**src/hw/pcf_pkg.sv**
```systemverilog
// pcf_pkg: constants and carrier types for the function-0 configuration header
// assumes: included before hw/pcf_cfg_space.sv
package pcf_pkg;

    // ----------------------------------------------------------------
    // header offsets (dword index = byte address [7:2])
    // ----------------------------------------------------------------
    localparam logic [5:0]  OFF_ID       = 6'h00;
    localparam logic [5:0]  OFF_CMDSTAT  = 6'h01;
    localparam logic [5:0]  OFF_CLASSREV = 6'h02;
    localparam logic [5:0]  OFF_HDRLAT   = 6'h03;
    localparam logic [5:0]  OFF_BASE0    = 6'h04;
    localparam logic [5:0]  OFF_SUBSYS   = 6'h0b;
    localparam logic [5:0]  OFF_INTLINE  = 6'h0f;
    localparam logic [5:0]  HDR_LAST     = 6'h0f;
    localparam logic [2:0]  FUNC_SEL0    = 3'h0;
    localparam logic [1:0]  CFG_TYPE0    = 2'h0;

    // ----------------------------------------------------------------
    // fixed values and reset values
    // ----------------------------------------------------------------
    localparam logic [15:0] VENDOR_DEF   = 16'h1234;   // arbitrary value
    localparam logic [15:0] DEVICE_DEF   = 16'h5678;   // arbitrary value
    localparam logic [7:0]  REVISION_DEF = 8'h01;      // arbitrary value
    localparam logic [15:0] SUBVEN_DEF   = 16'h0000;   // arbitrary value
    localparam logic [15:0] SUBSYS_DEF   = 16'h0000;   // arbitrary value
    localparam logic [23:0] CLASS_DEF    = 24'h040000;
    localparam logic [7:0]  HDRTYPE_DEF  = 8'h80;
    localparam logic [11:0] BASE0_LOW    = 12'h008;
    localparam logic [1:0]  DEVSEL_TIME  = 2'h1;
    localparam logic        FB2B_CAP     = 1'b1;
    localparam logic [7:0]  INTPIN_DEF   = 8'h01;
    localparam logic [10:0] CMD_RST      = 11'h000;
    localparam logic [5:0]  STAT_RST     = 6'h00;
    localparam logic [7:0]  LAT_RST      = 8'h00;
    localparam logic [19:0] BASE0_RST    = 20'h00000;
    localparam logic [7:0]  INTLINE_RST  = 8'h00;

    // ----------------------------------------------------------------
    // field positions
    // ----------------------------------------------------------------
    localparam int CMD_MEM   = 1;
    localparam int CMD_MAST  = 2;
    localparam int CMD_PERR  = 6;
    localparam int CMD_SERR  = 8;
    localparam int ST_DPR    = 0;   // status bit 24
    localparam int ST_STA    = 1;   // 27
    localparam int ST_RTA    = 2;   // 28
    localparam int ST_RMA    = 3;   // 29
    localparam int ST_SSE    = 4;   // 30
    localparam int ST_DPE    = 5;   // 31

    // ----------------------------------------------------------------
    // carriers
    // ----------------------------------------------------------------
    typedef struct packed {
        logic        frame;     // address phase strobe
        logic        idsel;
        logic        cfg_cmd;   // command is config read or write
        logic        write;
        logic [31:0] ad;
    } pcf_addr_t;

    typedef struct packed {
        logic        valid;     // data phase completes this cycle
        logic [3:0]  be;        // active high byte enables
        logic [31:0] wdata;
    } pcf_data_t;

    typedef struct packed {
        logic det_parity;
        logic sig_serr;
        logic rcv_mabort;
        logic rcv_tabort;
        logic sig_tabort;
        logic data_parity;
    } pcf_events_t;

endpackage : pcf_pkg

```
**src/hw/pcf_cfg_space.sv**
```systemverilog
// pcf_cfg_space: function-0 configuration header target, decode and storage
// assumes: pci clock and reset; bus front end supplies decoded phases
`timescale 1ns/100ps
// Overview of operation
// - two-function type 0 target; function 0 reports multimedia video class.
// - address bits 10:8 select function; only 000 reaches these registers.
// - claim only with idsel high and address bits 1:0 equal 00.
// - bursts advance one dword per data phase, reads and writes.
// - writes to reserved or read-only bits complete normally, data dropped.
// - reads of reserved or unimplemented bits return zero, complete normally.
// - select register by address bits 7:2 and byte enables.
// - registers are dwords addressed by byte; small fields sit in any lane.
// - configuration space reachable always, regardless of command enables.
// - cis pointer, bist, cache line, rom base and user features unimplemented.
// - implement the 64-byte predefined header of function 0.
// - read-only fields return fixed defaults; writes ignored.
// - read/write fields clear to zero on bus reset unless stated.
// - differing-readback fields take writes like ordinary read/write fields.
// - write-one-to-clear status bits clear on 1, keep on 0.
// - command zero blocks memory and master activity, not configuration.
// - detected parity error sets on any parity error, regardless of enable.
module pcf_cfg_space (
    // clock and reset
    input  wire logic                 I_MCLK,
    input  wire logic                 I_RSTN,
    // bus phases
    input  wire pcf_pkg::pcf_addr_t   I_ADDR,
    input  wire pcf_pkg::pcf_data_t   I_DATA,
    input  wire logic                 I_FRAME_END,
    // hardware events
    input  wire pcf_pkg::pcf_events_t I_EVENTS,
    // answers
    output logic                      O_CLAIM,
    output logic [31:0]               O_RDATA,
    output logic                      O_MEM_EN,
    output logic                      O_MASTER_EN,
    output logic                      O_PERR_EN,
    output logic                      O_SERR_EN,
    output logic [19:0]               O_BASE0
);
    import pcf_pkg::*;

    // ----------------------------------------------------------------
    // functions
    // ----------------------------------------------------------------
    function automatic logic [31:0] lane_mask(input logic [3:0] be);
        lane_mask = {{8{be[3]}}, {8{be[2]}}, {8{be[1]}}, {8{be[0]}}};
    endfunction : lane_mask

    function automatic logic [31:0] merge(input logic [31:0] old_v, input logic [31:0] new_v,
                                          input logic [3:0] be);
        merge = (old_v & ~lane_mask(be)) | (new_v & lane_mask(be));
    endfunction : merge

    // ----------------------------------------------------------------
    // state
    // ----------------------------------------------------------------
    typedef enum logic [1:0] {
        S_IDLE = 2'b01,
        S_DATA = 2'b10
    } pcf_state_t;

    pcf_state_t  state_q, state_d;
    logic [5:0]  idx_q, idx_d;
    logic        wr_q, wr_d;
    logic [10:0] cmd_q, cmd_d;
    logic [5:0]  stat_q, stat_d;
    logic [5:0]  w1c;
    logic        wr_phase;
    logic [7:0]  lat_q, lat_d;
    logic [19:0] base0_q, base0_d;
    logic [7:0]  intline_q, intline_d;
    logic [31:0] rdata_q, rdata_d;
    logic        hit;
    logic [31:0] rd_word;
    logic [31:0] cur;
    logic [31:0] wv;

    // ----------------------------------------------------------------
    // address phase decode
    // ----------------------------------------------------------------
    // no command bit gates this path, so config is always reachable
    assign hit = I_ADDR.frame && I_ADDR.cfg_cmd && I_ADDR.idsel
               && (I_ADDR.ad[1:0] == CFG_TYPE0)
               && (I_ADDR.ad[10:8] == FUNC_SEL0);

    // ----------------------------------------------------------------
    // read word assembly
    // ----------------------------------------------------------------
    always_comb begin
        cur = 32'h0000_0000;
        case (idx_q)
            OFF_ID:       cur = {DEVICE_DEF, VENDOR_DEF};
            OFF_CMDSTAT:  cur = {stat_q[ST_DPE], stat_q[ST_SSE], stat_q[ST_RMA], stat_q[ST_RTA],
                                 stat_q[ST_STA], DEVSEL_TIME, stat_q[ST_DPR], FB2B_CAP, 7'h00,
                                 5'h00, cmd_q};
            OFF_CLASSREV: cur = {CLASS_DEF, REVISION_DEF};
            OFF_HDRLAT:   cur = {8'h00, HDRTYPE_DEF, lat_q, 8'h00};
            OFF_BASE0:    cur = {base0_q, BASE0_LOW};
            OFF_SUBSYS:   cur = {SUBSYS_DEF, SUBVEN_DEF};
            OFF_INTLINE:  cur = {16'h0000, INTPIN_DEF, intline_q};
            default:      cur = 32'h0000_0000;
        endcase
        rd_word = cur;
    end

    // ----------------------------------------------------------------
    // status flags: write-one clear, hardware set wins
    // ----------------------------------------------------------------
    assign wr_phase = (state_q == S_DATA) && wr_q && I_DATA.valid;

    always_comb begin
        w1c = 6'h00;
        if (wr_phase && (idx_q == OFF_CMDSTAT) && I_DATA.be[3]) begin
            w1c[ST_DPR] = I_DATA.wdata[24];
            w1c[ST_STA] = I_DATA.wdata[27];
            w1c[ST_RTA] = I_DATA.wdata[28];
            w1c[ST_RMA] = I_DATA.wdata[29];
            w1c[ST_SSE] = I_DATA.wdata[30];
            w1c[ST_DPE] = I_DATA.wdata[31];
        end
        stat_d         = stat_q & ~w1c;
        stat_d[ST_DPE] = stat_d[ST_DPE] | I_EVENTS.det_parity;
        stat_d[ST_SSE] = stat_d[ST_SSE] | I_EVENTS.sig_serr;
        stat_d[ST_RMA] = stat_d[ST_RMA] | I_EVENTS.rcv_mabort;
        stat_d[ST_RTA] = stat_d[ST_RTA] | I_EVENTS.rcv_tabort;
        stat_d[ST_STA] = stat_d[ST_STA] | I_EVENTS.sig_tabort;
        stat_d[ST_DPR] = stat_d[ST_DPR] | (I_EVENTS.data_parity & cmd_q[CMD_PERR]);
    end

    always_ff @(posedge I_MCLK) begin
        if (!I_RSTN) begin
            stat_q <= STAT_RST;
        end else begin
            stat_q <= stat_d;
        end
    end

    // ----------------------------------------------------------------
    // transaction and register next state
    // ----------------------------------------------------------------
    always_comb begin
        state_d   = state_q;
        idx_d     = idx_q;
        wr_d      = wr_q;
        cmd_d     = cmd_q;
        lat_d     = lat_q;
        base0_d   = base0_q;
        intline_d = intline_q;
        rdata_d   = rdata_q;
        wv        = merge(rd_word, I_DATA.wdata, I_DATA.be);
        case (state_q)
            S_IDLE: begin
                if (hit) begin
                    state_d = S_DATA;
                    idx_d   = I_ADDR.ad[7:2];
                    wr_d    = I_ADDR.write;
                    rdata_d = 32'h0000_0000;
                end
            end
            S_DATA: begin
                if (I_DATA.valid) begin
                    if (wr_q) begin
                        // only listed writable bits land; all else is dropped
                        case (idx_q)
                            OFF_CMDSTAT: cmd_d = wv[10:0] & 11'h146;
                            OFF_HDRLAT:  lat_d = wv[15:8];
                            OFF_BASE0:   base0_d = wv[31:12];
                            OFF_INTLINE: intline_d = wv[7:0];
                            default:     cmd_d = cmd_q;
                        endcase
                    end else begin
                        rdata_d = rd_word;
                    end
                    idx_d = idx_q + 6'h01;
                end
                if (I_FRAME_END) begin
                    state_d = S_IDLE;
                end
            end
            default: state_d = S_IDLE;
        endcase
    end

    // ----------------------------------------------------------------
    // registers
    // ----------------------------------------------------------------
    always_ff @(posedge I_MCLK) begin
        if (!I_RSTN) begin
            state_q   <= S_IDLE;
            idx_q     <= 6'h00;
            wr_q      <= 1'b0;
            cmd_q     <= CMD_RST;
            lat_q     <= LAT_RST;
            base0_q   <= BASE0_RST;
            intline_q <= INTLINE_RST;
            rdata_q   <= 32'h0000_0000;
        end else begin
            state_q   <= state_d;
            idx_q     <= idx_d;
            wr_q      <= wr_d;
            cmd_q     <= cmd_d;
            lat_q     <= lat_d;
            base0_q   <= base0_d;
            intline_q <= intline_d;
            rdata_q   <= rdata_d;
        end
    end

    // ----------------------------------------------------------------
    // outputs
    // ----------------------------------------------------------------
    assign O_CLAIM     = (state_q == S_DATA);
    assign O_RDATA     = rdata_q;
    assign O_MEM_EN    = cmd_q[CMD_MEM];
    assign O_MASTER_EN = cmd_q[CMD_MAST];
    assign O_PERR_EN   = cmd_q[CMD_PERR];
    assign O_SERR_EN   = cmd_q[CMD_SERR];
    assign O_BASE0     = base0_q;

endmodule : pcf_cfg_space

```
**config.mk**
```make
export PLATFORM = sky130hd
export DESIGN_NAME = pcf_cfg_space
export DESIGN_NICKNAME = d
export VERILOG_FILES = /design/src/hw/pcf_pkg.sv /design/src/hw/pcf_cfg_space.sv
export SDC_FILE = /design/constraint.sdc
export NUM_CORES = 1
export LEC_CHECK = 0
export ABC_CLOCK_PERIOD_IN_PS = 3300
export BUFFER_PORTS_ARGS = -buffer_cell sky130_fd_sc_hd__buf_4
export CORE_MARGIN = 2
export CORE_UTILIZATION = 54
export CTS_CLUSTER_SIZE = 30
export DETAILED_ROUTE_END_ITERATION = 6
export GPL_ROUTABILITY_DRIVEN = 0
export PLACE_DENSITY_LB_ADDON = 0.1
export SYNTH_ARGS = -nofsm -noshare
export SYNTH_HDL_FRONTEND = slang
export SYNTH_SLANG_ARGS = --single-unit
```
**constraint.sdc**
```tcl
create_clock -name I_MCLK -period 3.3 [get_ports I_MCLK]
set_clock_uncertainty 0.1 [all_clocks]
set_input_delay 0.33 -clock I_MCLK [delete_from_list [all_inputs] [get_ports I_MCLK]]
set_output_delay 0.33 -clock I_MCLK [all_outputs]
set_load 0.05 [all_outputs]
```
==> metrics.cfg, run 1 <==
[floorplan]
die_area_sq_um=8224
die_w_um=90.69
start_util_pct=55.94
coreArea_sq_um=7253
num_io_pins=139
die-height_um=90.69
rows=31

[placement]
io_buffers=117
place_hpwl_um=7867

[critical_path]
reg2reg_depth=5
critPathKind=flop to flop
reg2reg_slack_ns=0.83
reg2reg_from=idx_q[0]$_SDFFE_PN0P_
start_kind=flop
r2r_end=intline_q[4]$_SDFFE_PN0P_
required_ns=3.44
crit_start=idx_q[0]$_SDFFE_PN0P_
worstPathArrival_ns=2.61
cp_max_fo=15
worst_setup_path_end_kind=flop

[pwr]
irDropWorstVdd_mv=0.3657
power.leakage_uw=0.002142
power_density_nw_per_um2=387.8

[timing]
drv_slew=0
timing.slew.headroom_pct=48.65
grt_setup_unrepaired=no
timing.fmax_mhz=404.9
post-route-period-util_pct=74.84
min_period_ns=2.470
tightest_slew_ns=0.7703
hold_viol_final=0
finalSetupViolations=0
tns_ns=0

[synth]
yosys_warnings=0
synth_xor_area_share_pct=0
muxShareOfSynthArea_pct=2.498
synth_top_family_by_area=compound AO/OA/AOI/OAI gates
avgSynthCellArea_sq_um=8.633
synth-compound-area-share_pct=26.52
ys.flop_type=dfxtp_1
yosysSeqAreaShare_pct=42.92
synth-edff-count=0
synth_area_sq_um=4058
synthArstFlopShare_pct=0
yosys.area_share.simple_pct=21.00
yosysUniqueCellTypes=56
syn_inst=470
yosys.area_share.adder_pct=1.233
synth_nets=556
synth_seq_cells=87

[routing]
antenna_left=0
vias=4053
wl_per_cell_um=17.15
post-route-drc-count=0
drtPass1Iterations=5
drt-total-wl_um=11480
vias_per_cell=6.058
drt_iter0_drc=300

[clock_network]
clk_latency_ns=0.35
postCtsSetupBuffers=0
cts_root_buf=clkbuf_8
hold_buffers=0
clk_pin_slew_ns=0.08
clock-sinks=87
cts_tree=done
htree_num_levels=3
post_cts_resized=0
cts_buffer_depth=2
cts_buffers=9

[status]
status=finished clean

[run]
max-cap-violations=0

[cells_and_area]
drive_above_1_share_pct=26.84
nets=652
syn_to_final_growth_pct=26.77
post-route-util_pct=70.92
antenna_cells=0

[global_route]
grt_pass1_vias=3837
grt_max_degree=80
antenna_found_initial=0
grt_pass1_wl_um=18330
grt_overflow_total=0
grt_use_total_pct=27.50

[hold_path]
hold_class=input port to flop
hold_start=I_DATA[28]
hold_end=stat_q[2]$_SDFF_PN0_
min_path_cells=2

-- logic make-up after synthesis --
logic type,after synthesis
compound gates,152
fa+ha+maj,4
buf+inv,53
flops,87
mux,10
simple gates,164
-- routing by layer --
| metal | part of all wire [%] | track usage (%) | wire length (um) |
|---|---|---|---|
| met4 | 1.7 | 9.744 | 192 |
| met2 | 49 | 46.39 | 5664 |
| met5 | 0 | 0 | 0 |
| met3 | 7.7 | 6.260 | 880 |
| met1 | 41 | 34.44 | 4738 |
-- area by class of cell --
class / instances / area, sq um
Sequential cell: 87 / 1742
Timing Repair Buffer: 125 / 938.4
Tap cell: 99 / 123.9
Clock buffer: 11 / 141.4
Multi-Input combinational cell: 330 / 2079
Inverter: 13 / 48.80
Clock inverter: 4 / 70.07
Fill cell: 604 / 2110
-- where the power goes --
part / leakage [uW] / internal [uW] / total [uW] / switching, uW
Sequential: 0.000702 / 1050 / 1060 / 3.71
Combinational: 0.00133 / 67.4 / 133 / 65.7
Clock: 0.000109 / 441 / 805 / 364
-- layout by cell type (no fill, tap or decap), types with 5 or more instances in the layout --
cell and instances:
dfxtp_1 87, nand3_1 29, mux2i_1 9, o31ai_1 8, o2bb2ai_1 14, nand2b_1 15, a21oi_1 25, o21ai_0 19
a31oi_1 14, a221oi_1 6, inv_1 12, o22ai_1 21, clkbuf_8 10, a22oi_1 10, nor3_1 5, o31ai_2 5
nor2_1 10, a32o_1 6, nor2b_1 5, buf_4 125, nand2_1 70
-- synthesized netlist by cell type, drive strengths merged (6+ instances only) --
cell,n,share of area [%]
a21oi,25,3.1
a221oi,6,1.3
a22oi,10,1.9
a31oi,14,2.2
a32o,6,1.5
buf,16,2.4
clkbuf,24,2.2
dfxtp,87,43
inv,12,1.1
mux2i,9,2.2
nand2,70,6.5
nand2b,15,2.3
nand3,29,3.6
nor2,10,0.93
nor3,6,0.86
o21ai,20,2.5
o22ai,21,3.2
o2bb2ai,14,3.0
o31ai,13,3.0
-- through the flow --
step | hold WS [ns] | cell area (sq um) | total power (uW) | setup WS, ns | std cells
4_1_cts | 0.05493 | 5144 | 1998 | 0.8827 | 669
6_report | 0.05924 | 5144 | 1995 | 0.8303 | 669
5_1_grt | 0.06334 | 5144 | 2053 | 0.6010 | 669
3_5_place_dp | 0.3479 | 4932 | 1213 | 0.9099 | 654
2_1_floorplan | 0.3310 | 4058 | 1142 | 1.461 | 470
3_3_place_gp | 0.3415 | 4932 | 1210 | 0.9570 | 654
-- critical path: stages (launching register included) --
cell and delay, ns:
dfxtp_1 0.46, ha_1 0.58, nand3b_1 0.25, nor3b_2 0.55
nand2_1 0.24, mux2i_1 0.17
-- state kept, by name, summed over array words and instances (netlist names), 2 cells and up --
register,count
idx_q,6
O_BASE0,20
intline_q,8
O_RDATA,32
cmd_q,4
lat_q,8
state_q,2
stat_q,6
-- worst max path at each step --
stage,slack [ns],cells after the start,endpoint
floorplan,1.46,7,O_BASE0[0]$_SDFFE_PN0P_
global placement,0.96,5,intline_q[7]$_SDFFE_PN0P_
detailed placement,0.91,5,intline_q[7]$_SDFFE_PN0P_
CTS,0.88,5,intline_q[4]$_SDFFE_PN0P_
global route,0.60,5,intline_q[5]$_SDFFE_PN0P_
finish,0.83,5,intline_q[4]$_SDFFE_PN0P_
Power figures use the tool's default switching activity.
==> run 2, diff against run 1 <==
--- a/config.mk
+++ b/config.mk
@@ -5,10 +5,10 @@
 export SDC_FILE = /design/constraint.sdc
 export NUM_CORES = 1
 export LEC_CHECK = 0
-export ABC_CLOCK_PERIOD_IN_PS = 3300
+export ABC_CLOCK_PERIOD_IN_PS = 2150
 export BUFFER_PORTS_ARGS = -buffer_cell sky130_fd_sc_hd__buf_4
 export CORE_MARGIN = 2
-export CORE_UTILIZATION = 54
+export CORE_UTILIZATION = 45
 export CTS_CLUSTER_SIZE = 30
 export DETAILED_ROUTE_END_ITERATION = 6
 export GPL_ROUTABILITY_DRIVEN = 0
==> constraint.sdc (replaced) <==
create_clock -name I_MCLK -period 2.15 [get_ports I_MCLK]
set_clock_uncertainty 0.1 [all_clocks]
set_input_delay 0.215 -clock I_MCLK [delete_from_list [all_inputs] [get_ports I_MCLK]]
set_output_delay 0.215 -clock I_MCLK [all_outputs]
set_load 0.05 [all_outputs]
==> metrics.cfg, run 2 (same netlist as run 1, synthesis figures left out) <==
[routing]
antenna_left=0  ; unchanged
drt-total-wl_um=11430  ; was 11,480 um
vias_per_cell=5.663  ; was 6.058
drt_iter0_drc=211  ; was 300
drtPass1Iterations=5  ; unchanged
vias=3964  ; was 4,053
wl_per_cell_um=16.33  ; was 17.15 um
post-route-drc-count=0  ; unchanged

[pwr]
power.leakage_uw=0.002213  ; was 0.002142 uW
irDropWorstVdd_mv=0.2656  ; was 0.3657 mV
power_uw=2884  ; was 1995 uW
power_density_nw_per_um2=541.8  ; was 387.8 nW/um^2

[critical_path]
worst_setup_path_end_kind=flop  ; unchanged
cpPeakStageDelay_ns=0.45  ; was 0.58 ns
start_kind=flop  ; unchanged
slowest_stage=dfxtp_1  ; was ha_1
path_buf_inv=1  ; was 0
worstPathArrival_ns=2.15  ; was 2.61 ns
critical-path-top-delay-family=simple AND/OR/NAND/NOR gates  ; unchanged
cp_cell_sequence=ha_1 -> nand3b_1 -> nor2_1 -> buf_4 -> a31oi_1 -> o22ai_1  ; was ha_1 -> nand3b_1 -> nor3b_2 -> nand2_1 -> mux2i_1
cp_max_fo=11  ; was 15
critPathKind=flop to flop  ; unchanged
required_ns=2.33  ; was 3.44 ns

[timing]
drv_slew=0  ; unchanged
timing.fmax_mhz=507.4  ; was 404.9 MHz
tns_ns=0  ; unchanged
post-route-period-util_pct=91.67  ; was 74.84%
timing.slew.headroom_pct=33.98  ; was 48.65%
tightest_slew_ns=0.9828  ; was 0.7703 ns
hold_viol_final=0  ; unchanged
min_period_ns=1.971  ; was 2.470 ns
finalSetupViolations=0  ; unchanged
grt_setup_unrepaired=no  ; unchanged

[global_route]
grt_max_degree=59  ; was 80
antenna_found_initial=0  ; unchanged
grt_pass1_wl_um=18600  ; was 18,330 um
grt_use_total_pct=23.48  ; was 27.50%
grt_overflow_total=0  ; unchanged
grt_pass1_vias=3716  ; was 3,837

[placement]
place_hpwl_um=8253  ; was 7867 um
dp_cells=675  ; was 654
io_buffers=117  ; unchanged
post_dp_cell_area_sq_um=5059  ; was 4932 sq um

[clock_network]
clk_pin_slew_ns=0.10  ; was 0.08 ns
cts_root_buf=clkbuf_8  ; unchanged
cts_buffer_depth=2  ; unchanged
cts_tree=done  ; unchanged
postCtsSetupBuffers=0  ; unchanged
htree_num_levels=3  ; unchanged
cts_buffers=9  ; unchanged
clk_latency_ns=0.36  ; was 0.35 ns
clock-sinks=87  ; unchanged

[cells_and_area]
largest_reg_flops=32  ; unchanged
nets=673  ; was 652
drive_above_1_share_pct=28.21  ; was 26.84%
seq_area_sq_um=1742  ; unchanged
syn_to_final_growth_pct=31.21  ; was 26.77%
design_area_sq_um=5324  ; was 5144 sq um
final_common_cell=buf_4  ; unchanged
multi_input_area_sq_um=2082  ; was 2079 sq um
stdcell_count=700  ; was 669
fill_cells=810  ; was 604
mostFrequentLayoutCells=buf_4 (135), dfxtp_1 (87), nand2_1 (70), nand3_1 (29), a21oi_1 (25)  ; was buf_4 (125), dfxtp_1 (87), nand2_1 (70), nand3_1 (29), a21oi_1 (25)
antenna_cells=0  ; unchanged

[status]
status=finished clean  ; unchanged

[floorplan]
coreArea_sq_um=8721  ; was 7253 sq um
start_util_pct=46.53  ; was 55.94%
rows=34  ; was 31
die-height_um=98.96  ; was 90.69 um
num_io_pins=139  ; unchanged
die_area_sq_um=9792  ; was 8224 sq um
die_w_um=98.96  ; was 90.69 um

[run]
max-cap-violations=0  ; unchanged

[hold_path]
hold_class=input port to flop  ; unchanged

==> run 2: changes by cell type in the layout (fill, tap and decap cells not counted), sizes merged, moves of 2 or more <==
cell,delta
buf,+12
inv,+2
dlygate4sd3,+9
clkinvlp,+3
bufinv,-2
==> run 2: cell type report <==
class                   count  share of cell area (%)
clock buffers              10                   2.397
clock inverters             6                  0.8461
inverters                  13                  0.9166
multi-input cells         330                   39.11
flip-flops and latches     87                   32.71
well taps                 108                   2.538
repair buffers            146                   21.48
==> run 2: metrics by stage <==
step           hold slack [ns]  utilization (%)  setup slack [ns]
2_1_floorplan           0.2160                -            0.3113
3_5_place_dp            0.3137            58.01            0.2270
4_1_cts              0.0006886            61.02            0.1979
3_3_place_gp            0.3065            58.01            0.2482
5_1_grt                0.01115            61.05           0.05268
6_report              0.003978            61.05            0.1791
==> run 2: worst reg2reg max path, delay by kind of cell, from the launching register on <==
kind / cells / cell delay [ns]
compound gates: 2 / 0.30
flops: 1 / 0.45
fa+ha+maj: 1 / 0.35
simple gates: 2 / 0.48
buf+inv: 1 / 0.23
==> run 2: timing repair <==
item / 4_1_cts / 5_1_grt
hold buffers: 9 / 0
setup endpoints to repair: 0 / 1
resized for setup: 0 / 1
endpoints found under the hold margin: 9 / 0
==> run 2: path summary, 6_finish.rpt <==
kind | cells after the start | startpoint | endpoint | slack [ns]
worst min-delay path | 3 | I_DATA[4] | intline_q[4]$_SDFFE_PN0P_ | 0.004
worst max register to register | 6 | idx_q[0]$_SDFFE_PN0P_ | cmd_q[6]$_SDFFE_PN0P_ | 0.18
worst max-delay path | 6 | idx_q[0]$_SDFFE_PN0P_ | cmd_q[6]$_SDFFE_PN0P_ | 0.18
worst min register to register | 2 | lat_q[3]$_SDFFE_PN0P_ | O_RDATA[11]$_SDFFE_PN0P_ | 0.36
==> run 2: layer usage <==
metal / global-route usage (%) / routed length (um)
met5: 0 / 0
met4: 7.798 / 106
met3: 4.397 / 720
met2: 37.63 / 5409
met1: 31.95 / 5195
==> run 2: power breakdown <==
| part | switching, uW | leakage (uW) | internal [uW] |
|---|---|---|---|
| Combinational | 104 | 0.00143 | 117 |
| Clock | 615 | 0.0000793 | 426 |
| Sequential | 5.41 | 0.000702 | 1620 |
==> run 3, diff against run 2 <==
--- a/config.mk
+++ b/config.mk
@@ -6,11 +6,11 @@
 export NUM_CORES = 1
 export LEC_CHECK = 0
 export ABC_CLOCK_PERIOD_IN_PS = 2150
-export BUFFER_PORTS_ARGS = -buffer_cell sky130_fd_sc_hd__buf_4
 export CORE_MARGIN = 2
-export CORE_UTILIZATION = 45
+export CORE_UTILIZATION = 57
 export CTS_CLUSTER_SIZE = 30
 export DETAILED_ROUTE_END_ITERATION = 6
+export DONT_BUFFER_PORTS = 1
 export GPL_ROUTABILITY_DRIVEN = 0
 export PLACE_DENSITY_LB_ADDON = 0.1
 export SYNTH_ARGS = -nofsm -noshare
==> metrics.cfg, run 3 (same netlist as run 1, synthesis figures left out) <==
[clock_network]
clk_latency_ns=0.37  ; was 0.36 ns
cts_buffers=9  ; unchanged
cts_tree=done  ; unchanged
htree_num_levels=3  ; unchanged
postCtsSetupBuffers=0  ; unchanged
clock-sinks=87  ; unchanged
cts_buffer_depth=2  ; unchanged
clk_pin_slew_ns=0.09  ; was 0.10 ns
cts_root_buf=clkbuf_8  ; unchanged

[placement]
dpl_worst_slack_ns=0.1607  ; was 0.2270 ns
io_buffers=0  ; was 117
place_hpwl_um=7486  ; was 8253 um

[timing]
hold_slack_ns=-0.001591  ; was 0.003978 ns
min_period_ns=1.977  ; was 1.971 ns
tightest_slew_ns=0.9221  ; was 0.9828 ns
setup_ws_ns=0.1734  ; was 0.1791 ns
timing.fmax_mhz=505.9  ; was 507.4 MHz
hold_viol_final=1  ; was 0
grt_setup_unrepaired=no  ; unchanged
finalSetupViolations=0  ; unchanged
post-route-period-util_pct=91.93  ; was 91.67%
drv_slew=0  ; unchanged
tns_ns=0  ; unchanged
timing.slew.headroom_pct=38.06  ; was 33.98%

[pwr]
power.leakage_uw=0.001795  ; was 0.002213 uW
power_density_nw_per_um2=596.5  ; was 541.8 nW/um^2
p_comb_share_pct=6.2  ; was 7.7%
p_int_uw=2161  ; about the same
swShare_pct=24.83  ; was 25.09%
power.share.sequential_pct=56.5  ; was 56.2%
clock_power_share_pct=37.4  ; was 36.1%
switchingPower_uw=713.5  ; was 723.6 uW
irDropWorstVdd_mv=0.3912  ; was 0.2656 mV

[critical_path]
reg2reg_from=idx_q[0]$_SDFFE_PN0P_  ; unchanged
endpoint=O_BASE0[0]$_SDFFE_PN0P_  ; was cmd_q[6]$_SDFFE_PN0P_
required_ns=2.33  ; about the same
worst_setup_path_end_kind=flop  ; unchanged
reg2reg_depth=6  ; unchanged
cp_max_fo=11  ; unchanged
r2r_end=O_BASE0[0]$_SDFFE_PN0P_  ; was cmd_q[6]$_SDFFE_PN0P_
start_kind=flop  ; unchanged
crit_start=idx_q[0]$_SDFFE_PN0P_  ; unchanged
critPathKind=flop to flop  ; unchanged
reg2reg_slack_ns=0.17  ; was 0.18 ns
worstPathArrival_ns=2.15  ; about the same

[cells_and_area]
final_common_cell=dfxtp_1  ; was buf_4
post-route-util_pct=70.53  ; was 61.05%
mostFrequentLayoutCells=dfxtp_1 (87), nand2_1 (70), dlygate4sd3_1 (39), nand3_1 (29), buf_4 (27)  ; was buf_4 (135), dfxtp_1 (87), nand2_1 (70), nand3_1 (29), a21oi_1 (25)
nets=595  ; was 673
largest_reg_flops=32  ; unchanged
syn_to_final_growth_pct=18.75  ; was 31.21%
seq_area_sq_um=1742  ; unchanged
drive_above_1_share_pct=11.87  ; was 28.21%
fill_cells=568  ; was 810
antenna_cells=0  ; unchanged
multi_input_area_sq_um=2085  ; was 2082 sq um

[global_route]
grt_max_degree=79  ; was 59
antenna_found_initial=0  ; unchanged
grt_pass1_vias=3447  ; was 3,716
grt_use_total_pct=28.91  ; was 23.48%
grt_pass1_wl_um=17360  ; was 18,600 um
grt_overflow_total=0  ; unchanged

[floorplan]
coreArea_sq_um=6832  ; was 8721 sq um
num_io_pins=139  ; unchanged
start_util_pct=59.40  ; was 46.53%
die-height_um=88.37  ; was 98.96 um
die_area_sq_um=7809  ; was 9792 sq um
die_w_um=88.37  ; was 98.96 um
rows=30  ; was 34

[routing]
drtPass1Iterations=5  ; unchanged
drt-total-wl_um=11350  ; was 11,430 um
antenna_left=0  ; unchanged
vias=3796  ; was 3,964
drt_iter0_drc=276  ; was 211
wl_per_cell_um=18.61  ; was 16.33 um
vias_per_cell=6.223  ; was 5.663
post-route-drc-count=0  ; unchanged

[hold_path]
hold_class=input port to flop  ; unchanged

[status]
violations=negative hold slack
status=finished, violations left  ; was finished clean

[run]
max-cap-violations=0  ; unchanged

run 3: timing repair:
action / 4_1_cts / 5_1_grt
endpoints found under the setup margin: 0 / 5
hold buffers: 40 / 0
resized for setup: 0 / 2
endpoints found under the hold margin: 61 / 0
run 3: metrics by stage:
step / hold slack (ns) / area, sq um / power (uW) / cells
after floorplan: 0.2160 / 4058 / 1752 / 470
after global placement: 0.2161 / 4213 / 1739 / 554
after detailed placement: 0.2199 / 4213 / 1742 / 554
after CTS: 0.003258 / 4813 / 2880 / 610
after global routing: 0.01091 / 4818 / 2973 / 610
final: -0.001591 / 4818 / 2874 / 610
run 3: power groups by stage:
stage	combinational, uW	sequential (uW)	clock, uW
6_report	178	1620	1070
5_1_grt	190	1620	1160
4_1_cts	173	1620	1090
3_5_place_dp	82.0	1660	0
3_3_place_gp	80.0	1660	0
2_1_floorplan	94.6	1660	0
run 3: area by class of cell:
type / instances / share of cell area [%]
tap: 96 / 2.493
multi-input combinational: 330 / 43.26
clock buffer: 10 / 2.856
sequential: 87 / 36.15
clock inverter: 6 / 0.9348
timing repair buffer: 68 / 13.30
inverter: 13 / 1.013
run 3: layer usage:
metal  share of wire [%]  routed length (um)  GRT usage, %  vias to the layer above
li1                    -                   -             -                     1822
met1                  43                4910         38.10                     1806
met2                  49                5529         47.92                      143
met3                 6.3                 714         5.690                       25
met4                 1.8                 199         9.229                        0
met5                   0                   0             0                        -
run 3: worst min-delay path by stage:
stage,from,endpoint,slack (ns),depth (start not counted)
detailed placement,I_DATA[31],stat_q[5]$_SDFF_PN0_,0.22,1
finish,I_DATA[34],O_BASE0[9]$_SDFFE_PN0P_,-0.002,3
global route,I_DATA[2],cmd_q[2]$_SDFFE_PN0P_,0.01,2
CTS,I_DATA[34],O_BASE0[9]$_SDFFE_PN0P_,0.003,3
floorplan,I_DATA[29],stat_q[3]$_SDFF_PN0_,0.22,1
global placement,I_DATA[27],stat_q[1]$_SDFF_PN0_,0.22,1
run 3: critical path, stage by stage, from the launching register on:
cell and delay, ns:
dfxtp_1 0.46, ha_2 0.28, buf_4 0.20, a21oi_1 0.10
a2111oi_0 0.41, a21oi_1 0.12, a211oi_1 0.23
